==> config.mk <==
export PLATFORM = sky130hd
export DESIGN_NAME = desvo_top
export DESIGN_NICKNAME = d
export VERILOG_FILES = /design/src/include/desvo_pkg.sv /design/src/include/desvo_stream_if.sv /design/src/core/desvo_buf.sv /design/src/core/desvo_top.sv
export SDC_FILE = /design/constraint.sdc
export NUM_CORES = 1
export LEC_CHECK = 0
export ABC_CLOCK_PERIOD_IN_PS = 2390
export BUFFER_PORTS_ARGS = -buffer_cell sky130_fd_sc_hd__buf_4
export CAP_MARGIN = 25
export CORE_ASPECT_RATIO = 1.4
export CORE_UTILIZATION = 45
export DETAILED_ROUTE_END_ITERATION = 7
export GPL_ROUTABILITY_DRIVEN = 0
export PLACE_DENSITY_LB_ADDON = 0.12
export SYNTH_ARGS = -nofsm -noshare
export SYNTH_HDL_FRONTEND = slang
export SYNTH_SLANG_ARGS = --single-unit
==> constraint.sdc <==
create_clock -name sys_clk -period 2.39 [get_ports sys_clk]
set_input_delay 0.1195 -clock sys_clk [delete_from_list [all_inputs] [get_ports sys_clk]]
set_output_delay 0.1195 -clock sys_clk [all_outputs]
set_load 0.01 [all_outputs]
==> src/include/desvo_pkg.sv <==
// constants and types shared by the parallel video output block
package desvo_pkg;

  // ----------------------------------------------------------------
  // operating modes on the mode input
  // ----------------------------------------------------------------
  localparam logic [1:0] MODE_TEN_BIT       = 2'h0;
  localparam logic [1:0] MODE_LOW_FREQ      = 2'h1; // low_freq_mode
  localparam logic [1:0] MODE_HIGH_FREQ     = 2'h2; // high_freq_mode

  // ----------------------------------------------------------------
  // data path layout
  // ----------------------------------------------------------------
  localparam int         DATA_W             = 12;
  localparam logic [11:0] MASK_TEN_BIT      = 12'h3ff;
  localparam logic [11:0] MASK_TWELVE_BIT   = 12'hfff;
  localparam logic [11:0] DATA_RESET        = 12'h000;
  localparam int         BUF_DEPTH          = 2;
  localparam logic [1:0] BUF_FULL_COUNT     = 2'h2;

  // ----------------------------------------------------------------
  // pixel clock ranges of the link, in kHz, per mode
  // ----------------------------------------------------------------
  localparam int         LOW_FREQ_MIN_KHZ   = 25000;
  localparam int         LOW_FREQ_MAX_KHZ   = 50000;
  localparam int         HIGH_FREQ_MIN_KHZ  = 37500;
  localparam int         HIGH_FREQ_MAX_KHZ  = 75000;
  localparam int         TEN_MIN_KHZ        = 50000;
  localparam int         TEN_MAX_KHZ        = 100000;

  // ----------------------------------------------------------------
  // start-up timing
  // ----------------------------------------------------------------
  localparam int         LEAD_PCLK_PERIODS  = 4;
  localparam int         SYS_PER_PCLK       = 2;
  localparam logic [3:0] LEAD_CYCLES        =
    4'(LEAD_PCLK_PERIODS * SYS_PER_PCLK);
  localparam logic       PCLK_IDLE          = 1'b0;

  // lock sequencer states
  typedef enum logic [1:0] {
    ST_OFF,
    ST_LEAD,
    ST_LOCKED
  } desvo_state_t;

endpackage

==> src/include/desvo_stream_if.sv <==
// pixel stream carrier between the buffer and the output stage
`timescale 1ns/1ps
interface desvo_stream_if;
  logic        valid;
  logic        ready;
  logic [11:0] data;
  logic        line_sync;
  logic        frame_sync;

  modport src (output valid, output data, output line_sync,
               output frame_sync, input ready);
  modport snk (input valid, input data, input line_sync,
               input frame_sync, output ready);
endinterface

==> src/core/desvo_buf.sv <==
// two-entry pixel buffer with valid and ready on both sides
`timescale 1ns/1ps
module desvo_buf (
  // clock and reset
  input  wire logic   sys_clk,
  input  wire logic   rst_n,
  // filling side
  desvo_stream_if.snk wr,
  // draining side
  desvo_stream_if.src rd
);

  logic [13:0] mem_q [0:1];
  logic [13:0] mem_d [0:1];
  logic        wr_ptr_q, wr_ptr_d;
  logic        rd_ptr_q, rd_ptr_d;
  logic [1:0]  count_q, count_d;
  logic        not_full_q, not_full_d;
  logic        push, pop;

  // ready is registered so the link side sees a clean level
  assign wr.ready      = not_full_q;
  assign rd.valid      = (count_q != 2'h0);
  assign rd.data       = mem_q[rd_ptr_q][11:0];
  assign rd.line_sync  = mem_q[rd_ptr_q][12];
  assign rd.frame_sync = mem_q[rd_ptr_q][13];
  assign push          = wr.valid & not_full_q;
  assign pop           = rd.valid & rd.ready;

  // next pointers and count
  always_comb begin
    wr_ptr_d   = push ? ~wr_ptr_q : wr_ptr_q;
    rd_ptr_d   = pop ? ~rd_ptr_q : rd_ptr_q;
    count_d    = count_q + {1'b0, push} - {1'b0, pop};
    not_full_d = (count_d != desvo_pkg::BUF_FULL_COUNT);
  end

  // per-entry write
  for (genvar i = 0; i < desvo_pkg::BUF_DEPTH; i++) begin : g_ent
    always_comb begin
      mem_d[i] = mem_q[i];
      if (push && (wr_ptr_q == 1'(i))) begin
        mem_d[i] = {wr.frame_sync, wr.line_sync, wr.data};
      end
    end
    always_ff @(posedge sys_clk or negedge rst_n) begin
      if (!rst_n) begin
        mem_q[i] <= 14'h0000;
      end else begin
        mem_q[i] <= mem_d[i];
      end
    end
  end

  // register state
  always_ff @(posedge sys_clk or negedge rst_n) begin
    if (!rst_n) begin
      wr_ptr_q   <= 1'b0;
      rd_ptr_q   <= 1'b0;
      count_q    <= 2'h0;
      not_full_q <= 1'b0;
    end else begin
      wr_ptr_q   <= wr_ptr_d;
      rd_ptr_q   <= rd_ptr_d;
      count_q    <= count_d;
      not_full_q <= not_full_d;
    end
  end

endmodule

==> src/core/desvo_top.sv <==
// parallel pixel output stage of the serial link deserializer
`timescale 1ns/1ps

module desvo_top (
  // clock and reset
  input  wire logic        sys_clk,
  input  wire logic        rst_n,
  // decoded pixels from the link receiver
  input  wire logic        pix_valid,
  input  wire logic [11:0] pix_data,
  input  wire logic        pix_line_sync,
  input  wire logic        pix_frame_sync,
  output logic             pix_ready,
  input  wire logic        link_locked,
  // configuration
  input  wire logic [1:0]  mode,
  input  wire logic        strobe_edge_select,
  // parallel video pins
  output logic [11:0]      parallel_data_out,
  output logic             line_sync,
  output logic             frame_sync,
  output logic             pclk_out,
  output logic             lock_out,
  input  wire logic        video_stall,
  // auxiliary pins
  input  wire logic [1:0]  aux_is_output,
  input  wire logic [1:0]  aux_local_val,
  input  wire logic [1:0]  aux_pin_i,
  output logic [1:0]       aux_pin_o,
  output logic [1:0]       aux_pin_oe,
  output logic [1:0]       fwd_remote_aux_output
);

  // ----------------------------------------------------------------
  // buffer in the pixel path
  // ----------------------------------------------------------------
  desvo_stream_if in_if ();
  desvo_stream_if out_if ();

  assign in_if.valid      = pix_valid;
  assign in_if.data       = pix_data;
  assign in_if.line_sync  = pix_line_sync;
  assign in_if.frame_sync = pix_frame_sync;
  assign pix_ready        = in_if.ready;

  desvo_buf desvo_buf_i (
    .sys_clk (sys_clk),
    .rst_n   (rst_n),
    .wr      (in_if.snk),
    .rd      (out_if.src)
  );

  // ----------------------------------------------------------------
  // pin synchronisers
  // ----------------------------------------------------------------
  logic       stall_m_q, stall_s_q;
  logic [1:0] aux_m_q, aux_s_q;

  // two stages each; only the second stage is read
  always_ff @(posedge sys_clk or negedge rst_n) begin
    if (!rst_n) begin
      stall_m_q <= 1'b0;
      stall_s_q <= 1'b0;
      aux_m_q   <= 2'h0;
      aux_s_q   <= 2'h0;
    end else begin
      stall_m_q <= video_stall;
      stall_s_q <= stall_m_q;
      aux_m_q   <= aux_pin_i;
      aux_s_q   <= aux_m_q;
    end
  end

  // ----------------------------------------------------------------
  // lock sequencer
  // ----------------------------------------------------------------
  desvo_pkg::desvo_state_t state_q, state_d;
  logic [3:0] lead_q, lead_d;
  logic       lock_q, lock_d;

  // the pixel clock runs in every state but off
  always_comb begin
    state_d = state_q;
    lead_d  = lead_q;
    case (state_q)
      desvo_pkg::ST_OFF: begin
        lead_d = 4'h0;
        if (link_locked) begin
          if (mode == desvo_pkg::MODE_HIGH_FREQ) begin
            state_d = desvo_pkg::ST_LOCKED;
          end else begin
            state_d = desvo_pkg::ST_LEAD;
          end
        end
      end
      desvo_pkg::ST_LEAD: begin
        lead_d = lead_q + 4'h1;
        if (!link_locked) begin
          state_d = desvo_pkg::ST_OFF;
        end else if (lead_q == desvo_pkg::LEAD_CYCLES - 4'h1) begin
          state_d = desvo_pkg::ST_LOCKED;
        end
      end
      desvo_pkg::ST_LOCKED: begin
        if (!link_locked) begin
          state_d = desvo_pkg::ST_OFF;
        end
      end
      default: begin
        state_d = desvo_pkg::ST_OFF;
      end
    endcase
    lock_d = (state_d == desvo_pkg::ST_LOCKED);
  end

  always_ff @(posedge sys_clk or negedge rst_n) begin
    if (!rst_n) begin
      state_q <= desvo_pkg::ST_OFF;
      lead_q  <= 4'h0;
      lock_q  <= 1'b0;
    end else begin
      state_q <= state_d;
      lead_q  <= lead_d;
      lock_q  <= lock_d;
    end
  end

  assign lock_out = lock_q;

  // ----------------------------------------------------------------
  // pixel clock and output register
  // ----------------------------------------------------------------
  logic        pclk_q, pclk_d;
  logic        launch;
  logic [11:0] mask;
  logic [11:0] data_q, data_d;
  logic        ls_q, ls_d;
  logic        fs_q, fs_d;

  // width per mode; rates above sys_clk/2 belong to the link side
  always_comb begin
    if (mode == desvo_pkg::MODE_TEN_BIT) begin
      mask = desvo_pkg::MASK_TEN_BIT;
    end else begin
      mask = desvo_pkg::MASK_TWELVE_BIT;
    end
  end

  // launch on the edge opposite the strobe, so data is settled
  // half a pixel period before the receiver samples it
  always_comb begin
    if (state_d != desvo_pkg::ST_OFF) begin
      pclk_d = ~pclk_q;
    end else begin
      pclk_d = desvo_pkg::PCLK_IDLE;
    end
    launch = (state_d != desvo_pkg::ST_OFF) &&
             (pclk_d != strobe_edge_select) && !stall_s_q;
  end

  assign out_if.ready = launch;

  // a word is held, not dropped, when nothing new is ready
  always_comb begin
    data_d = data_q;
    ls_d   = ls_q;
    fs_d   = fs_q;
    if (state_d == desvo_pkg::ST_OFF) begin
      data_d = desvo_pkg::DATA_RESET;
      ls_d   = 1'b0;
      fs_d   = 1'b0;
    end else if (launch && out_if.valid) begin
      data_d = out_if.data & mask;
      ls_d   = out_if.line_sync;
      fs_d   = out_if.frame_sync;
    end
  end

  always_ff @(posedge sys_clk or negedge rst_n) begin
    if (!rst_n) begin
      pclk_q <= desvo_pkg::PCLK_IDLE;
      data_q <= desvo_pkg::DATA_RESET;
      ls_q   <= 1'b0;
      fs_q   <= 1'b0;
    end else begin
      pclk_q <= pclk_d;
      data_q <= data_d;
      ls_q   <= ls_d;
      fs_q   <= fs_d;
    end
  end

  assign pclk_out          = pclk_q;
  assign parallel_data_out = data_q;
  assign line_sync         = ls_q;
  assign frame_sync        = fs_q;

  // ----------------------------------------------------------------
  // auxiliary pins, one slice per pin
  // ----------------------------------------------------------------
  logic [1:0] aux_o_q, aux_o_d;
  logic [1:0] aux_oe_q, aux_oe_d;
  logic [1:0] fwd_q, fwd_d;

  for (genvar i = 0; i < 2; i++) begin : g_aux
    // an output pin forwards nothing, so the remote sees low
    always_comb begin
      aux_oe_d[i] = aux_is_output[i];
      aux_o_d[i]  = aux_is_output[i] & aux_local_val[i];
      fwd_d[i]    = ~aux_is_output[i] & aux_s_q[i];
    end
    always_ff @(posedge sys_clk or negedge rst_n) begin
      if (!rst_n) begin
        aux_o_q[i]  <= 1'b0;
        aux_oe_q[i] <= 1'b0;
        fwd_q[i]    <= 1'b0;
      end else begin
        aux_o_q[i]  <= aux_o_d[i];
        aux_oe_q[i] <= aux_oe_d[i];
        fwd_q[i]    <= fwd_d[i];
      end
    end
  end

  assign aux_pin_o             = aux_o_q;
  assign aux_pin_oe            = aux_oe_q;
  assign fwd_remote_aux_output = fwd_q;

endmodule

Word-level counts from Yosys, hierarchy flattened. Index checks and enable logic that the tools add are counted.

Register bits after elaboration: 67. Input port bits: 28. Output and inout port bits: 23. Logic and storage cells: 78.

$add $sub $neg: 3. $lt $le $gt $ge: 1. Equal/unequal tests: 7. Mux-type cells: 18. Bitwise gates (word level): 13. Reduce and logical (&&, ||, !) cells: 13.

Operator list (count): $mux W14 (3); $mux W12 (3); $and A12 B12 Y12 (1); $mux W2 (5); $pmux W4 S2 (1); $reduce_bool A2 Y1 (4); $and A1 B1 Y1 (6); $eq A2 B2 Y1 const B (3); $logic_not A2 Y1 (3); $pmux W2 S3 (1); $logic_and A1 B1 Y1 (5); $mux W1 (5); $not A1 Y1 (5); $add A4 B1 Y4 const B (1); $eq A4 B3 Y1 const B (1); $add A2 B1 Y2 (1); $eq A2 B1 Y1 const B (1); $ge A2 B2 Y1 const B (1); $ne A2 B2 Y1 const B (1); $not A1 Y2 (1); $sub A2 B1 Y2 (1); $logic_not A1 Y1 (1); $ne A1 B1 Y1 (1).

Depth between registers and ports, before layout. Gate-level depths: netlist of run 1.

Depth after elaboration: 12. Gate-level depth with buffers: 9. Depth with buffers taken out: 8.

Hierarchy. From an unflattened synthesis of run 1, not the netlist that was laid out.

Cells, all modules: 218. Area total of the unflattened synthesis: 2869.0 µm².

By module, submodules not included: desvo_buf (instances 1, cells each 101, area an instance 1508.9 µm², sequential area each 825.8 µm²); desvo_top (instances 1, cells each 117, area an instance 1360.1 µm², sequential area each 850.8 µm²).

Worst setup path after synthesis of run 1. Ideal clock, no wire load.

Kind: register to register. From: reg state_q[1]. To: reg desvo_buf_i.not_full_q, in the netlist desvo_buf_i.wr.ready. Library setup time: 0.123 ns. Data arrival time: 1.750 ns. Required time: 2.267 ns. Slack: 0.517 ns. Cell stages (with the launch flop): 10. Buffers on the path: 1. Clock period less this slack: 1.873 ns. Path through: dfrtp_1 a21bo_2 buf_6 nor3_2 ha_1 inv_1 ha_1 xnor2_1 xnor2_1 nand2b_1.

Longest elaborated chain between the ends: 11. Elaborated cells between the ends (all ways): 16. Classes of those cells: 1 x add/sub; 4 x eq/ne; 6 x mux; 1 x bitwise; 4 x reduce/logical.

Ends and longest elaborated chain: start: declaration (RTL line desvo_top.sv:77) `desvo_pkg::desvo_state_t state_q, state_d;`; start signal: assignment (RTL line desvo_top.sv:118) `state_q <= desvo_pkg::ST_OFF;`; start signal: assignment (RTL line desvo_top.sv:122) `state_q <= state_d;`; $mux W2 (RTL line desvo_top.sv:100) `end else if (lead_q == desvo_pkg::LEAD_CYCLES - 4'h1) begin`; $mux W2 (RTL line desvo_top.sv:98) `if (!link_locked) begin`; $pmux W2 S3 * (RTL line desvo_top.sv:85) `case (state_q)`; $reduce_bool A2 Y1 * (RTL line desvo_top.sv:152, desvo_top.sv:157); $mux W1 (RTL line desvo_top.sv:152) `if (state_d != desvo_pkg::ST_OFF) begin`; $ne A1 B1 Y1 (RTL line desvo_top.sv:158) `(pclk_d != strobe_edge_select) && !stall_s_q;`; $logic_and A1 B1 Y1 * (RTL line desvo_top.sv:157) `launch = (state_d != desvo_pkg::ST_OFF) &&`; $logic_and A1 B1 Y1 * (RTL line desvo_top.sv:158); $and A1 B1 Y1 * (RTL line desvo_buf.sv:28) `assign pop = rd.valid & rd.ready;`; named net desvo_buf_i.pop (RTL line desvo_buf.sv:19) `logic push, pop;`; $sub A2 B1 Y2 * (RTL line desvo_buf.sv:34) `count_d = count_q + {1'b0, push} - {1'b0, pop};`; named net desvo_buf_i.count_d[1] (RTL line desvo_buf.sv:17) `logic [1:0] count_q, count_d;`; $ne A2 B2 Y1 * (RTL line desvo_buf.sv:35) `not_full_d = (count_d != desvo_pkg::BUF_FULL_COUNT);`; named net desvo_buf_i.not_full_d (RTL line desvo_buf.sv:18) `logic not_full_q, not_full_d;`; end signal: assignment (RTL line desvo_buf.sv:66) `not_full_q <= not_full_d;`; end: declaration (RTL line desvo_buf.sv:18).

The timed path passes the listed nets; every way through them passes the cells marked *. A chain may end at the register's enable or synchronous reset.

Worst setup path in the final report of run 1. Same ends and word-level chain as after synthesis.

==> metrics.txt, run 1 <==
die width 68.1 um; share of post-route cells with drive strength above 1 45.0%; Worst-path clk slew 70 ps; Avg WL per Cell 15.5 um; max-cap viol count 0; H-Tree Depth 3; vias in the first global route 1,753; share of power burned in registers 46.4%; cell family with most CP delay flip-flops; CP required 2600 ps; combinational fraction of design power 31.1%; drt via density 5.15; Layout Area Growth over Synthesis 24.4%; initial DRC count 70; grt ovf 0; CP Capture Type flop; Clk pwr share 22.5%; Static Leak 1.58 nW; Die H 94.5 um; R2R Path Start state_q[1]$_DFF_PN0_; Root Driver clkbuf_8; crit path launch state_q[1]$_DFF_PN0_; ys async rst share 100%; synthesized cell area 0.00275 mm2; final hold vios 0; total number of vias 1,698; post-synthesis sequential area ratio 61.0%; Detail Route Antenna Nets 0; antenna cells 0; # port buffers 50; Setup TNS Final 0 ps; post-route minimum period 1890 ps; worst path bufs/invs 1; endpoints failing setup 0; Sw Ratio 30.2%; Pwr Density 1060 mW/mm2; dominant synthesized flop cell dfrtp_1; drt pass-1 iters 4; fmax 530 MHz; period utilization 79.0%; Longest Clk Path Bufs 2; Synth Register Bits 67; global-route wire length before repair 8160 um; syn avg cell area 14.3 um2; Arr. time, crit path 2100 ps; min-delay src aux_local_val[1]; Worst path slowest cell dfrtp_1; DRC 0; CTS Buf Count 9; starting density of the core 46.9%; kind of critical path flop to flop; Final HPWL DP 3410 um; I/O pin count 51; Total Routed Length 5120 um; Netlist cell types 35; Slew headroom 45.2%; Post-synth EDFFs 0; Worst-Skew Late Latency 330 ps; antenna violations before repair 0; Worst Hold Class primary input to flop; pre-CTS WS 487 ps; Setup Skew 7.81 ps; area of the die 0.00643 mm2; Least-Margin Pin Slew 821 ps; Cell Int Power 0.00253 W; gr usage total 17.8%; setup ws final 502 ps; # clock sinks 67; switching power 0.00110 W; largest net degree at the start of global routing 68; Layout Nets 286; Core Rows 33; RSZ-0062 raised after global routing no; Net Count, Synth 223; status finished, final reports clean; Worst path max stage delay 430 ps; crit path launch type flop; CTS tree yes; core area 0.00586 mm2; CP cell instances a21bo_2, nor3_2, ha_1, inv_1, ha_1, xnor2_1, xnor2_1, nand2b_1; post-synthesis cell count 192; Syn. warnings 0; maximum VDD drop 563 uV; CP Max Fanout 7; Slew Viols, Final 0
[cells in the mapped netlist, types with 2 or more instances]
library cell	count	area, um2
a21oi_1	17	85.1
ha_1	3	37.5
mux2_2	31	349
nor2b_1	4	25.0
and2_1	2	12.5
a211oi_2	10	125
buf_6	2	22.5
xnor2_1	2	17.5
inv_1	3	11.3
buf_4	3	22.5
o21ai_0	4	20.0
nand2b_1	2	12.5
a211oi_1	2	15.0
mux2i_1	12	120
nand2_1	4	15.0
nor2_1	2	7.51
dfrtp_1	67	1680
buf_2	3	15.0
xor2_1	2	17.5
nand4_1	2	12.5
[area by class of cell]
| cell class | instances | area (um2) |
|---|---|---|
| clock inverter | 2 | 10.0 |
| clock buffer | 14 | 163 |
| fill | 499 | 2440 |
| timing repair buffer | 61 | 473 |
| inverter | 3 | 11.3 |
| multi-input combinational | 113 | 997 |
| tap | 70 | 87.6 |
| sequential | 67 | 1680 |
[cell families after synthesis]
| logic type | share of synthesized area (%) |
|---|---|
| flops | 61.0 |
| xor+xnor | 2.46 |
| buf+inv | 2.73 |
| compound gates | 10.8 |
| fa+ha+maj | 1.37 |
| simple gates | 4.60 |
| mux | 17.1 |
[power groups by stage]
| stage | logic, W | clock network (W) | registers, W |
|---|---|---|---|
| floorplan | 0.000829 | 0 | 0.00167 |
| global placement | 0.00111 | 0 | 0.00170 |
| detailed placement | 0.00114 | 0 | 0.00171 |
| CTS | 0.00115 | 0.000844 | 0.00169 |
| global route | 0.00123 | 0.000888 | 0.00173 |
| finish | 0.00113 | 0.000818 | 0.00168 |
[state kept, by name, indices dropped and copies added, names as in the netlist, 2 cells and up]
signal                 count
desvo_buf_i.mem_q         28
fwd_remote_aux_output      2
state_q                    2
parallel_data_out         12
desvo_buf_i.count_q        2
lead_q                     4
aux_pin_oe                 2
aux_s_q                    2
aux_m_q                    2
aux_pin_o                  2
[worst register-to-register path, cell delays in order, from the launching register on]
cell and delay, ps:
dfrtp_1 430, a21bo_2 250, nor3_2 240, ha_1 260, inv_1 60, ha_1 160, xnor2_1 130, xnor2_1 160
nand2b_1 80
[path summary, 6_finish.rpt]
path / slack [ps] / cells past startpoint / to
max in group asynchronous: 1430 / 2 / desvo_buf_i.mem_q[1]$_DFFE_PN0P_
worst max register to register: 500 / 8 / desvo_buf_i.wr.ready$_DFF_PN0_
min in group asynchronous: 420 / 2 / lead_q[2]$_DFFE_PN0P_
worst min register to register: 340 / 0 / stall_s_q$_DFF_PN0_
worst max-delay path: 500 / 8 / desvo_buf_i.wr.ready$_DFF_PN0_
worst min-delay path: 10 / 2 / aux_pin_o[1]$_DFF_PN0_
[through the flow]
step           hold slack [ps]  power [W]  area [um2]  utilization [%]  cells
2_1_floorplan             -176    0.00250        2750                -    192
3_3_place_gp               231    0.00281        3190             54.3    308
3_5_place_dp               231    0.00284        3190             54.3    308
4_1_cts                  0.686    0.00368        3420             58.3    330
5_1_grt                   9.69    0.00385        3420             58.3    330
6_report                  10.6    0.00363        3420             58.3    330
[routing by layer]
layer | up-vias | track usage, % | wire length, um | share of wire (%)
met1 | 847 | 23.0 | 2280 | 44
met3 | 9 | 3.38 | 173 | 3.4
met2 | 35 | 28.0 | 2560 | 50
met5 | - | 0 | 0 | 0
met4 | 0 | 8.85 | 110 | 2.2
li1 | 807 | - | - | -
[layout by cell type, fill, tap and decap left out, types with 2 or more instances in the layout]
| master | n |
|---|---|
| a211oi_1 | 2 |
| a211oi_2 | 10 |
| a21oi_1 | 17 |
| and2_1 | 2 |
| buf_4 | 55 |
| clkbuf_1 | 3 |
| clkbuf_8 | 11 |
| clkinv_2 | 2 |
| dfrtp_1 | 67 |
| dlygate4sd3_1 | 6 |
| ha_1 | 3 |
| inv_1 | 3 |
| mux2_2 | 31 |
| mux2i_1 | 12 |
| nand2_1 | 4 |
| nand2b_1 | 2 |
| nand4_1 | 2 |
| nor2_1 | 2 |
| nor2b_1 | 4 |
| o21ai_0 | 4 |
| xnor2_1 | 2 |
| xor2_1 | 2 |
[repair_timing]
| item | in CTS | in global routing |
|---|---|---|
| gates resized for setup | 0 | 0 |
| hold endpoints to repair | 74 | 0 |
| setup buffers | 0 | 0 |
| hold buffers | 6 | 0 |
No activity file was read; power rests on OpenSTA's default activity.
==> run 2: changes to the inputs <==
- ABC_CLOCK_PERIOD_IN_PS: 2390 -> 1630
- clock period: 2.39 -> 1.63 ns (I/O delays scaled with it)
==> run 2 against run 1 <==
The run now ends with negative setup slack left. Fmax is 10% higher. Worst setup slack worse by 580 ps. Critical endpoint unchanged. Global-route usage is 1.0 points higher. Die area stayed put. Clock power is 77% higher. Register-to-register slack worse by 580 ps. Sequential share of layout area is 4.7 points lower. Cell count is 8.8% higher. Highest routed layer unchanged. Sequential power is 46% higher. Via count is 8.0% higher.
==> metrics.txt, run 2 (synthesized netlist as in run 1, its figures left out) <==
endpoints failing setup 1 (+1); Worst path max stage delay 440 ps (about the same); I/O pin count 51 (unchanged); Root Driver clkbuf_8; gr usage total 18.8% (+1.0 points); Worst path slowest cell dfrtp_2; status complete, but fails checks; GR Layer Usage met2 30.6% (+2.5 points); grt ovf 0 (unchanged); total number of vias 1,833 (+8.0%); # clock sinks 67 (unchanged); Least-Margin Pin Slew 583 ps (-238 ps); setup ws final -82.3 ps (-584 ps); initial DRC count 45 (-36%); Final HPWL DP 3520 um (+3.2%); fmax 584 MHz (+10%); Total Routed Length 5280 um (+3.3%); max-cap viol count 0 (unchanged); fin area 0.00378 mm2 (+11%); drt via density 5.11 (-0.77%); # port buffers 50 (unchanged); Worst Hold Class primary input to flop; drt pass-1 iters 4 (unchanged); CTS Buf Count 9 (unchanged); max FFs per register 28 (unchanged); largest net degree at the start of global routing 48 (-29%); Slew Viols, Final 0 (unchanged); Worst-Skew Late Latency 340 ps (about the same); area of the die 0.00643 mm2 (unchanged); CP required 1850 ps (-750 ps); CP Capture Type flop; core area 0.00586 mm2 (unchanged); pre-CTS WS -117 ps (-604 ps); CTS tree yes; Global Route met3 Usage 4.35% (+0.97 points); antenna violations before repair 0 (unchanged); worst path bufs/invs 1 (unchanged); Slew headroom 61.1% (+16 points); Placed Area 0.00330 mm2 (+3.6%); Core Rows 33 (unchanged); commonest non-fill, non-tap cell in the layout dfrtp_1; period utilization 105% (+26 points); Die H 94.5 um (unchanged); share of post-route cells with drive strength above 1 46.4% (+1.4 points); die width 68.1 um (unchanged); Static Leak 1.74 nW (+10%); Layout Area Growth over Synthesis 37.7%; kind of critical path flop to flop; RSZ-0062 raised after global routing yes; Global Route met1 Usage 23.1% (+0.098 points); Detail Route Antenna Nets 0 (unchanged); vias in the first global route 1,840 (+5.0%); Longest Clk Path Bufs 2 (unchanged); Layout Nets 315 (+10%); Worst-path clk slew 70 ps (about the same); WHS 53.3 ps (+42.6 ps); gr busiest metal met2; H-Tree Depth 3 (unchanged); CP cell instances xor2_4, nor3_4, ha_1, inv_1, ha_2, xnor2_2, xnor2_1, nand2b_1; starting density of the core 46.9% (unchanged); DRC 0 (unchanged); post-route minimum period 1710 ps (-176 ps); Pwr Density 1530 mW/mm2 (+44%); most frequent cells in the layout dfrtp_1 (66), buf_4 (65), mux2_2 (31); crit path launch type flop; Setup TNS Final -82.3 ps (-82.3 ps); Avg WL per Cell 14.7 um (-5.1%); antenna cells 0 (unchanged); Arr. time, crit path 1940 ps (-160 ps); cell family with most CP delay flip-flops; Setup Skew 6.26 ps (-1.54 ps); global-route wire length before repair 8610 um (+5.6%); CP Max Fanout 2 (-5); final hold vios 0 (unchanged); maximum VDD drop 772 uV (+37%); Most flops, register desvo_buf_i.mem_q; failing checks negative setup slack
==> run 2: cell types whose count changed in the layout (fill, tap and decap cells not counted), moves of 2 or more <==
cell | before | now
buf_12 | 0 | 2
buf_4 | 55 | 65
bufinv_16 | 0 | 2
clkbuf_8 | 11 | 9
dlygate4sd3_1 | 6 | 23
==> run 2: timing repair <==
item / CTS / global route
setup buffers: 0 / 1
setup endpoints to repair: 14 / 2
hold endpoints to repair: 83 / 0
resized for setup: 3 / 3
pin swaps: 0 / 2
hold buffers: 23 / 0
==> run 2: final timing paths <==
check	cells after the start	end	start	slack, ps
setup / recovery	8	desvo_buf_i.wr.ready$_DFF_PN0_	pclk_out$_DFF_PN0_	-80
hold / removal	3	lock_out$_DFF_PN0_	mode[1]	50
setup reg to reg	8	desvo_buf_i.wr.ready$_DFF_PN0_	pclk_out$_DFF_PN0_	-80
hold reg to reg	0	aux_s_q[0]$_DFF_PN0_	aux_m_q[0]$_DFF_PN0_	360
max in group asynchronous	3	aux_s_q[1]$_DFF_PN0_	rst_n	730
min in group asynchronous	2	lead_q[2]$_DFFE_PN0P_	rst_n	290
==> run 2: stage by stage <==
stage	utilization, %	std cells	total power (W)
6_report	64.6	359	0.00578
3_3_place_gp	56.3	319	0.00425
4_1_cts	64.1	358	0.00583
5_1_grt	64.6	359	0.00613
2_1_floorplan	-	192	0.00367
3_5_place_dp	56.3	319	0.00429
==> run 2: worst reg2reg max path, stage by stage (launching register included) <==
cell and delay, ps:
dfrtp_2 440, xor2_4 170, nor3_4 170, ha_1 250, inv_1 60, ha_2 180
xnor2_2 110, xnor2_1 150, nand2b_1 80
==> run 2: final cells by class <==
cell class                 count  area, um2
fill                         470       2080
sequential                    67       1680
multi-input combinational    113       1040
timing repair buffer          90        758
clock buffer                  11        131
tap                           70       87.6
clock inverter                 5       77.6
inverter                       3       11.3
==> run 2: metal layers <==
| layer | vias up | wire length, um |
|---|---|---|
| met2 | 39 | 2760 |
| met3 | 6 | 216 |
| met1 | 916 | 2220 |
| li1 | 872 | - |
| met4 | 0 | 87 |
| met5 | - | 0 |
==> run 2: where the power goes <==
| group | internal (W) | switching (W) | total, W |
|---|---|---|---|
| Sequential | 0.00218 | 0.000280 | 0.00246 |
| Clock | 0.000857 | 0.000592 | 0.00145 |
| Combinational | 0.00106 | 0.000807 | 0.00187 |
